**src/logic/prre_pkg.sv**
```systemverilog
// Package for the process RAM read engine: register map, fields, reset values.
// Assumes an APB slave with 32-bit data and word-aligned registers.
package prre_pkg;
  localparam int unsigned ADDR_W = 12;
  localparam logic [ADDR_W-1:0] OFF_ADDR_LEN = 12'h308;
  localparam logic [ADDR_W-1:0] OFF_CMD_STAT = 12'h30C;
  localparam logic [ADDR_W-1:0] OFF_FIFO_PORT = 12'h000;
  localparam int unsigned LEN_HI = 31;
  localparam int unsigned LEN_LO = 16;
  localparam int unsigned PTR_HI = 15;
  localparam int unsigned PTR_LO = 0;
  localparam int unsigned BUSY_BIT = 31;
  localparam int unsigned CANCEL_BIT = 30;
  localparam int unsigned CNT_HI = 12;
  localparam int unsigned CNT_LO = 8;
  localparam int unsigned AVAIL_BIT = 0;
  localparam logic [15:0] LEN_RST = 16'h0000;
  localparam logic [15:0] PTR_RST = 16'h0000;
  localparam logic [15:0] PRAM_BASE = 16'h1000;
  localparam logic [15:0] PRAM_LAST = 16'h1FFF;
  localparam int unsigned FIFO_DEPTH = 16;
  localparam int unsigned CNT_W = 5;
  localparam logic [CNT_W-1:0] CNT_RST = 5'h00;
  localparam logic [1:0] LANE_RST = 2'h0;
  typedef enum logic [1:0] {PRRE_IDLE, PRRE_FETCH, PRRE_FLUSH} prre_state_type;
endpackage

```
**src/logic/prre_fifo_if.sv**
```systemverilog
// Interface carrying the push and pop sides of the read data FIFO.
// Assumes both sides share one clock.
`timescale 1ns/1ns
interface prre_fifo_if;
  logic push;
  logic [31:0] push_data;
  logic pop;
  logic flush;
  logic [31:0] pop_data;
  logic [4:0] count;
  logic full;
  modport engine (output push, output push_data, output pop, output flush,
    input pop_data, input count, input full);
  modport store (input push, input push_data, input pop, input flush,
    output pop_data, output count, output full);
endinterface // prre_fifo_if

```
**src/logic/prre_fifo.sv**
```systemverilog
// Read data FIFO of DWORDs with synchronous flush.
// Assumes pushes only when not full and pops only when count is nonzero.
`timescale 1ns/1ns
module prre_fifo #(
  parameter int unsigned DEPTH = 16
) (
  input wire logic clk_in,
  input wire logic rst_n_in,
  prre_fifo_if.store f
);
  import prre_pkg::*;
  localparam int unsigned AW = $clog2(DEPTH);
  logic [31:0] mem_q [DEPTH];
  logic [AW-1:0] wr_q;
  logic [AW-1:0] rd_q;
  logic [4:0] cnt_q;
  logic do_pop;
  logic do_push;

  // Pops on an empty store are dropped so the count cannot wrap.
  assign do_pop = f.pop && (cnt_q != CNT_RST);
  assign do_push = f.push && !f.full;
  assign f.full = (cnt_q == 5'(DEPTH));
  assign f.count = cnt_q;

  // Storage array; no reset needed on the data itself.
  always_ff @(posedge clk_in) begin
    if (do_push) begin
      mem_q[wr_q] <= f.push_data;
    end
  end

  // Output word registered from the head of the queue.
  always_ff @(posedge clk_in or negedge rst_n_in) begin
    if (!rst_n_in) begin
      f.pop_data <= 32'h0000_0000;
    end else if (f.flush) begin
      f.pop_data <= 32'h0000_0000;
    end else begin
      f.pop_data <= mem_q[rd_q];
    end
  end

  // Pointers and occupancy.
  always_ff @(posedge clk_in or negedge rst_n_in) begin
    if (!rst_n_in) begin
      wr_q <= '0;
      rd_q <= '0;
      cnt_q <= CNT_RST;
    end else if (f.flush) begin
      wr_q <= '0;
      rd_q <= '0;
      cnt_q <= CNT_RST;
    end else begin
      if (do_push) begin
        wr_q <= AW'(wr_q + 1'b1);
      end
      if (do_pop) begin
        rd_q <= AW'(rd_q + 1'b1);
      end
      cnt_q <= 5'(cnt_q + 5'(do_push) - 5'(do_pop));
    end
  end
endmodule // prre_fifo

```
**src/logic/prre_top.sv**
```systemverilog
// Process RAM read engine: APB registers, byte fetcher and read data FIFO.
// Assumes a process RAM port that answers one byte a cycle after a request.
//
// Added by the designer: register access over APB.
`timescale 1ns/1ns
module prre_top (
  input wire logic sys_clk_in,
  input wire logic reset_n_in,
  input wire logic psel_in,
  input wire logic penable_in,
  input wire logic pwrite_in,
  input wire logic [prre_pkg::ADDR_W-1:0] paddr_in,
  input wire logic [31:0] pwdata_in,
  input wire logic [3:0] pstrb_in,
  output logic [31:0] prdata_out,
  output logic pready_out,
  output logic pslverr_out,
  output logic pram_req_out,
  output logic [15:0] pram_addr_out,
  input wire logic [7:0] pram_data_in
);
  import prre_pkg::*;

  logic rst_sync_q;
  logic rst_n_q;
  logic [15:0] fetch_byte_count_q;
  logic [15:0] fetch_byte_pointer_q;
  logic fetch_in_progress_q;
  prre_state_type state_q;
  logic [31:0] pack_q;
  logic [1:0] lane_q;
  logic rd_pend_q;
  logic last_pend_q;
  logic apb_wr;
  logic apb_rd;
  logic wr_len;
  logic wr_cmd;
  logic start;
  logic cancel;
  logic last_byte;
  logic fifo_room;
  logic [31:0] packed_word;
  logic fifo_not_empty;
  logic [4:0] fifo_dwords_ready;
  prre_fifo_if fif ();

  // Reset release through two flops; assertion stays asynchronous.
  always_ff @(posedge sys_clk_in or negedge reset_n_in) begin
    if (!reset_n_in) begin
      rst_sync_q <= 1'b0;
      rst_n_q <= 1'b0;
    end else begin
      rst_sync_q <= 1'b1;
      rst_n_q <= rst_sync_q;
    end
  end

  // Zero-wait APB: every access completes in its first access cycle.
  assign pready_out = 1'b1;
  assign apb_wr = psel_in && penable_in && pwrite_in;
  assign apb_rd = psel_in && penable_in && !pwrite_in;
  assign wr_len = apb_wr && (paddr_in == OFF_ADDR_LEN);
  assign wr_cmd = apb_wr && (paddr_in == OFF_CMD_STAT) && pstrb_in[3];
  assign start = wr_cmd && pwdata_in[BUSY_BIT] && !fetch_in_progress_q;
  assign cancel = wr_cmd && pwdata_in[CANCEL_BIT];
  assign last_byte = (fetch_byte_count_q == 16'h0001);

  // The slave never flags an error: unmapped reads give zero and unmapped writes are dropped.
  always_ff @(posedge sys_clk_in or negedge rst_n_q) begin
    if (!rst_n_q) begin
      pslverr_out <= 1'b0;
    end else begin
      pslverr_out <= 1'b0;
    end
  end

  // Live decode of the mapped offsets, kept only as a visible debug net.
  logic mapped;
  assign mapped = (paddr_in == OFF_ADDR_LEN) || (paddr_in == OFF_CMD_STAT)
    || (paddr_in == OFF_FIFO_PORT);

  assign fifo_not_empty = (fif.count != CNT_RST);
  assign fifo_dwords_ready = fif.count;

  // Read data mux; the FIFO word is registered inside the store.
  always_comb begin
    prdata_out = 32'h0000_0000;
    if (apb_rd) begin
      unique case (paddr_in)
        OFF_ADDR_LEN: prdata_out = {fetch_byte_count_q, fetch_byte_pointer_q};
        OFF_CMD_STAT: begin
          prdata_out[BUSY_BIT] = fetch_in_progress_q;
          prdata_out[CNT_HI:CNT_LO] = fifo_dwords_ready;
          prdata_out[AVAIL_BIT] = fifo_not_empty;
        end
        OFF_FIFO_PORT: prdata_out = fif.pop_data;
        default: prdata_out = 32'h0000_0000;
      endcase
    end
  end

  assign fif.pop = apb_rd && (paddr_in == OFF_FIFO_PORT);
  assign fif.flush = cancel;

  // Length and pointer: host writes when idle, the fetcher steps them per byte.
  always_ff @(posedge sys_clk_in or negedge rst_n_q) begin
    if (!rst_n_q) begin
      fetch_byte_count_q <= LEN_RST;
      fetch_byte_pointer_q <= PTR_RST;
    end else if (pram_req_out) begin
      fetch_byte_count_q <= 16'(fetch_byte_count_q - 1'b1);
      fetch_byte_pointer_q <= 16'(fetch_byte_pointer_q + 1'b1);
    end else if (wr_len && !fetch_in_progress_q) begin
      if (pstrb_in[3]) fetch_byte_count_q[15:8] <= pwdata_in[31:24];
      if (pstrb_in[2]) fetch_byte_count_q[7:0] <= pwdata_in[23:16];
      if (pstrb_in[1]) fetch_byte_pointer_q[15:8] <= pwdata_in[15:8];
      if (pstrb_in[0]) fetch_byte_pointer_q[7:0] <= pwdata_in[7:0];
    end
  end

  // Request one byte per cycle while fetching and the FIFO has room.
  // A byte asked for now may close a word that is pushed next cycle, so a push landing
  // this cycle counts against the room; otherwise a word could meet a full store and be lost.
  assign fifo_room = !fif.full && !(fif.count == 5'(FIFO_DEPTH - 1) && fif.push);
  assign pram_req_out = (state_q == PRRE_FETCH) && !cancel && fifo_room;
  assign pram_addr_out = fetch_byte_pointer_q;

  // Sequencer: fetch bytes, then flush a partial final word, then finish.
  always_ff @(posedge sys_clk_in or negedge rst_n_q) begin
    if (!rst_n_q) begin
      state_q <= PRRE_IDLE;
      fetch_in_progress_q <= 1'b0;
    end else if (cancel) begin
      state_q <= PRRE_IDLE;
      fetch_in_progress_q <= 1'b0;
    end else begin
      unique case (state_q)
        PRRE_IDLE: if (start) begin
          state_q <= (fetch_byte_count_q == LEN_RST) ? PRRE_IDLE : PRRE_FETCH;
          fetch_in_progress_q <= (fetch_byte_count_q != LEN_RST);
        end
        PRRE_FETCH: if (pram_req_out && last_byte) begin
          state_q <= PRRE_FLUSH;
        end
        PRRE_FLUSH: if (!rd_pend_q) begin
          state_q <= PRRE_IDLE;
          fetch_in_progress_q <= 1'b0;
        end
      endcase
    end
  end

  // little-endian packing of bytes into a word, lane from the address.
  assign packed_word = pack_q | ({24'h000000, pram_data_in} << {lane_q, 3'b000});

  // Byte packer; pushes when a word is full or on the final byte.
  always_ff @(posedge sys_clk_in or negedge rst_n_q) begin
    if (!rst_n_q) begin
      pack_q <= 32'h0000_0000;
      lane_q <= LANE_RST;
      rd_pend_q <= 1'b0;
      last_pend_q <= 1'b0;
    end else if (cancel) begin
      pack_q <= 32'h0000_0000;
      rd_pend_q <= 1'b0;
      last_pend_q <= 1'b0;
    end else begin
      rd_pend_q <= pram_req_out;
      last_pend_q <= pram_req_out && last_byte;
      if (start) begin
        lane_q <= fetch_byte_pointer_q[1:0];
      end else if (rd_pend_q) begin
        lane_q <= 2'(lane_q + 1'b1);
        pack_q <= (lane_q == 2'h3 || last_pend_q) ? 32'h0000_0000 : packed_word;
      end
    end
  end

  assign fif.push = rd_pend_q && (lane_q == 2'h3 || last_pend_q);
  assign fif.push_data = packed_word;

  prre_fifo #(
    .DEPTH(FIFO_DEPTH)
  ) u_fifo (
    .clk_in(sys_clk_in),
    .rst_n_in(rst_n_q),
    .f(fif.store)
  );

  // Nets used only for decode visibility.
  logic unused_ok;
  assign unused_ok = mapped;

  // Reading the FIFO port while it holds words, with no push and no cancel, decrements the count by one.
  property pop_dec_p;
    @(posedge sys_clk_in) disable iff (!rst_n_q)
      (fif.pop && fif.count != CNT_RST && !fif.push && !cancel) |=>
      fif.count == $past(fif.count) - 5'h01;
  endproperty
  pop_count_down_a: assert property (pop_dec_p)
    else $error("count did not fall on pop");
  flag_tracks_count_a: assert property (@(posedge sys_clk_in) disable iff (!rst_n_q)
    (fif.push && !cancel) |=> fifo_not_empty)
    else $error("available flag wrong");
  cancel_clears_busy_a: assert property (@(posedge sys_clk_in) disable iff (!rst_n_q)
    cancel |=> !fetch_in_progress_q && fif.count == CNT_RST)
    else $error("cancel did not clear");
  start_sets_busy_a: assert property (@(posedge sys_clk_in) disable iff (!rst_n_q)
    (start && !cancel && fetch_byte_count_q != LEN_RST) |=> fetch_in_progress_q)
    else $error("start did not set busy");
  len_steps_a: assert property (@(posedge sys_clk_in) disable iff (!rst_n_q)
    pram_req_out |=> fetch_byte_count_q == $past(fetch_byte_count_q) - 16'h0001)
    else $error("length not decremented");
  ptr_steps_a: assert property (@(posedge sys_clk_in) disable iff (!rst_n_q)
    pram_req_out |=> fetch_byte_pointer_q == $past(fetch_byte_pointer_q) + 16'h0001)
    else $error("pointer not incremented");
  done_clears_a: assert property (@(posedge sys_clk_in) disable iff (!rst_n_q)
    (pram_req_out && last_byte) |-> ##[1:40] !fetch_in_progress_q)
    else $error("busy did not self clear");
  push_after_req_a: assert property (@(posedge sys_clk_in) disable iff (!rst_n_q)
    fif.push |-> $past(pram_req_out))
    else $error("push without fetched byte");
  cnt_zero_a: assert property (@(posedge sys_clk_in) disable iff (!rst_n_q)
    $rose(rst_n_q) |-> fifo_dwords_ready == CNT_RST)
    else $error("count not zero after reset");
  start_c: cover property (@(posedge sys_clk_in) start);
  cancel_busy_c: cover property (@(posedge sys_clk_in) cancel && fetch_in_progress_q);
  full_c: cover property (@(posedge sys_clk_in) fif.full);
  pop_c: cover property (@(posedge sys_clk_in) fif.pop && fifo_not_empty);
endmodule // prre_top

```
**config.mk**
```make
export PLATFORM = sky130hd
export DESIGN_NAME = prre_top
export DESIGN_NICKNAME = d
export VERILOG_FILES = /design/src/logic/prre_pkg.sv /design/src/logic/prre_fifo_if.sv /design/src/logic/prre_fifo.sv /design/src/logic/prre_top.sv
export SDC_FILE = /design/constraint.sdc
export NUM_CORES = 1
export LEC_CHECK = 0
export BUFFER_PORTS_ARGS = -buffer_cell sky130_fd_sc_hd__buf_2
export CAP_MARGIN = 30
export CORE_MARGIN = 3
export CORE_UTILIZATION = 61
export DETAILED_ROUTE_END_ITERATION = 8
export PLACE_DENSITY = 0.79
export SYNTH_ARGS = -nofsm -noshare
export SYNTH_HDL_FRONTEND = slang
export SYNTH_SLANG_ARGS = --single-unit
```
**constraint.sdc**
```tcl
create_clock -name sys_clk_in -period 4.2 [get_ports sys_clk_in]
set_input_delay 0.63 -clock sys_clk_in [delete_from_list [all_inputs] [get_ports sys_clk_in]]
set_output_delay 0.63 -clock sys_clk_in [all_outputs]
set_load 0.1 [all_outputs]
```
==> results by group <==
Floorplanning
  – Initial Utilization: 0.6247
  – Die Height: 211.9 um
  – Row count: 74
  – Top Ports: 112
  – Core Area: 41,390 um^2
  – Area of the die: 44,890 um^2
  – Die Wd: 211.9 um

Synth
  – Fraction of registers with async set/reset: 0.1873
  – Post-Syn Area: 25,850 um^2
  – Gate Count Post-Synth: 1,411
  – FF+latch count, synth: 630
  – Synth warn: 0
  – Synth top area cells: edfxtp_1 59%, mux4_2 14%, dfrtp_1 11%
  – Area share of the largest cell type after synthesis: 0.5947
  – Number of flops mapped to enable cells by yosys: 512
  – Synth Area per Inst: 18.32 um^2
  – Post-synth top area cell: edfxtp_1
  – Register area share after synthesis: 0.7089
  – Synth unique cells: 73
  – Top FF cell, synth: edfxtp_1

Critical path
  – Max FO, Critical Path: 21
  – Worst-path cell chain: ha_1 -> o21ai_1 -> o211a_1 -> o21ai_4 -> inv_2 -> buf_2
  – CP required: 3570 ps
  – Setup CP Type: register to primary output
  – CP Capture Type: primary output
  – CP Data Arrival Time: 3160 ps
  – Max incr delay on CP: 550 ps
  – Setup crit start kind: register
  – Crit-path leading delay family: compound AO/OA/AOI/OAI gates
  – CP max-delay cell: o21ai_1
  – Worst path bufs/invs: 2
  – R2R Setup Slk: 750 ps

Power and ir drop
  – Final total power: 16,590 uW
  – Leak Pwr: 0.01001 uW
  – Max VDD drop: 0.0003691 V
  – Power Density: 562.1 nW/um^2

STA
  – Final setup fails: 0
  – Final Skew: 21.05 ps
  – Final Cycle Share: 0.9017
  – Max-slew violation count: 0
  – F_max: 264.1 MHz
  – Final min period: 3787 ps
  – Final setup TNS: 0 ps
  – Slew @ Worst Pin: 1018 ps
  – Slew HR: 0.3200
  – RSZ-0062 raised after global routing: no
  – Final hold viol count: 0

CTS
  – Clock buffer count from CTS: 59
  – CTS H-tree lvls: 2
  – Sink Count: 630
  – PostCTS Resize Cnt: 0
  – CTS Root Cell: clkbuf_16
  – Worst-path clk slew: 60 ps
  – Maximum clock path buffer count: 3
  – Worst skew pair latency: 620 ps
  – TritonCTS clock tree: done

Drt
  – Antenna viol nets, final: 0
  – Vias per inst: 7.014
  – DRC: 0
  – Vias: 15,010
  – Per-cell routed wire length: 31.11 um
  – Total Wirelength: 66.58 mm
  – TritonRoute pass-1 iters: 7
  – Drt initial violations: 2,125

Global route
  – Total gr overflow: 0
  – First-pass GRT wire length: 99.06 mm
  – Gr usage total: 0.3041
  – Initial antenna violation count: 10
  – Number of global-route vias before repair: 15,340
  – Largest net degree at the start of global routing: 57

Final layout
  – Ratio of cells with drive above 1 in the final layout: 0.2880
  – Filler cell count: 2,315
  – Area Growth Syn to Fin: 14.16%
  – Final #Nets: 1,635

Placement
  – Count of input and output buffers: 109
  – Post-detail-place hpwl: 36.44 mm
  – GP Congestion: 0.9783

Run status
  – Status: finished, final reports clean

Hold path
  – Worst Hold Class: input port to register

Run
  – Max Cap Viol: 0
==> placed cells by master, fill, tap and decap left out, types with 11 or more instances in the layout <==
cell type,instances
mux4_2,160
mux2i_1,17
and2_1,30
clkbuf_1,18
buf_12,34
dfrtp_1,113
nand3_1,29
clkbuf_16,61
inv_1,60
nand2_1,24
nor2_1,60
nand4_1,11
ha_1,19
a22oi_1,25
a21oi_1,45
nor3_1,21
clkinv_1,13
buf_4,41
edfxtp_1,512
and2_2,16
buf_2,85
o221a_2,16
o2bb2ai_1,32
==> layer usage <==
layer / share of wire / vias up / wire length, um / GRT usage
li1: - / 6000 / - / -
met1: 0.36 / 7605 / 24020 / 0.4107
met2: 0.48 / 1164 / 32100 / 0.4818
met3: 0.11 / 234 / 7406 / 0.07632
met4: 0.045 / 8 / 3001 / 0.1314
met5: 0.00083 / - / 55 / 0
==> registers in the layout, summed over array words and instances, names as in the netlist <==
signal,cells
pram_addr_out,16
state_q,2
u_fifo.wr_q,4
rst_sync_q,1
u_fifo.mem_q,512
rst_n_q,1
rd_pend_q,1
fetch_in_progress_q,1
u_fifo.f.count,5
last_pend_q,1
lane_q,2
pack_q,32
u_fifo.rd_q,4
u_fifo.f.pop_data,32
fetch_byte_count_q,16
==> timing repair <==
item / in CTS / in global routing
hold endpoints to repair: 2 / 0
setup buffers: 0 / 0
hold buffers: 1 / 0
==> cell families (layout without fill, tap and decap cells) <==
| family | Yosys count | count (layout) | synth area share |
|---|---|---|---|
| flip-flops | 630 | 630 | 0.7089 |
| other | 2 | 7 | 0.0002905 |
| adder cells (fa/ha/maj) | 20 | 20 | 0.009970 |
| AO/OA/AOI/OAI | 179 | 179 | 0.05319 |
| multiplexers | 181 | 181 | 0.1477 |
| buffers and inverters | 143 | 335 | 0.02381 |
| XOR/XNOR | 9 | 9 | 0.003049 |
| AND/OR/NAND/NOR | 247 | 247 | 0.05309 |
==> worst paths after layout <==
path                       cells past startpoint         start              endpoint
max                                            6     lane_q[0]          pram_req_out
min                                            3  pwdata_in[0]      pram_addr_out[0]
max reg2reg                                    7     lane_q[0]   u_fifo.mem_q[4][10]
min reg2reg                                    0       rst_n_q  u_fifo.f.pop_data[3]
max in group asynchronous                      1       rst_n_q        u_fifo.rd_q[0]
min in group asynchronous                      0       rst_n_q  u_fifo.f.pop_data[3]
==> where the power goes <==
group | internal [uW] | leakage (uW) | switching [uW]
Sequential | 7980 | 0.00609 | 461
Combinational | 723 | 0.00302 | 2210
Clock | 2940 | 0.000905 | 2270
Total | 11600 | 0.0100 | 4940
==> area by class of cell <==
cell class                 count  area, um^2  area share
tap                          532       665.6     0.02255
inverter                      61       229.0    0.007758
antenna                        4       10.01   0.0003392
clock buffer                  81        1622     0.05494
timing repair buffer         163        1444     0.04892
sequential                   630       18340      0.6215
multi-input combinational    639        6953      0.2356
clock inverter                30       249.0    0.008437
==> synthesized netlist by cell type, types with 3 or more instances <==
cell type / n
nor4_1: 7
or4_1: 4
buf_2: 9
nor2_1: 60
edfxtp_1: 512
mux2i_1: 17
xor2_1: 6
buf_6: 5
nand2_1: 24
a31oi_1: 4
o221a_2: 16
a22oi_1: 25
nor3_1: 21
o211ai_1: 3
nand4_1: 11
and4_1: 10
o211a_1: 3
and2_2: 4
inv_1: 60
and2_1: 42
ha_1: 19
a222oi_1: 7
a211oi_1: 8
buf_4: 5
clkbuf_1: 48
nand3_1: 29
nand2b_1: 3
or3_1: 8
buf_1: 14
dfrtp_1: 118
o2bb2ai_1: 32
a21oi_1: 46
and3_1: 7
mux4_2: 160
mux2_2: 4
o21ai_0: 8
xnor2_1: 3
==> worst register-to-register path, cell delays in order, from the launching register on <==
cell and delay, ps:
dfrtp_1 450, ha_1 230, o21ai_1 260, nor2_1 680
nand2_1 170, nor2_1 260, and2_2 700, buf_4 380
==> stage by stage <==
stage / utilization / cells / setup WS (ps) / area (um^2) / hold WS [ps]
floorplan: - / 1412 / -38.63 / 25860 / 331.2
global placement: 0.6665 / 2021 / 696.1 / 27580 / 338.9
global route: 0.7130 / 2139 / 362.1 / 29510 / 272.4
CTS: 0.7124 / 2134 / 465.5 / 29480 / 257.2
finish: 0.7131 / 2140 / 412.9 / 29510 / 271.8
detailed placement: 0.6669 / 2022 / 623.4 / 27600 / 341.8
No activity file was read; power rests on OpenSTA's default activity.
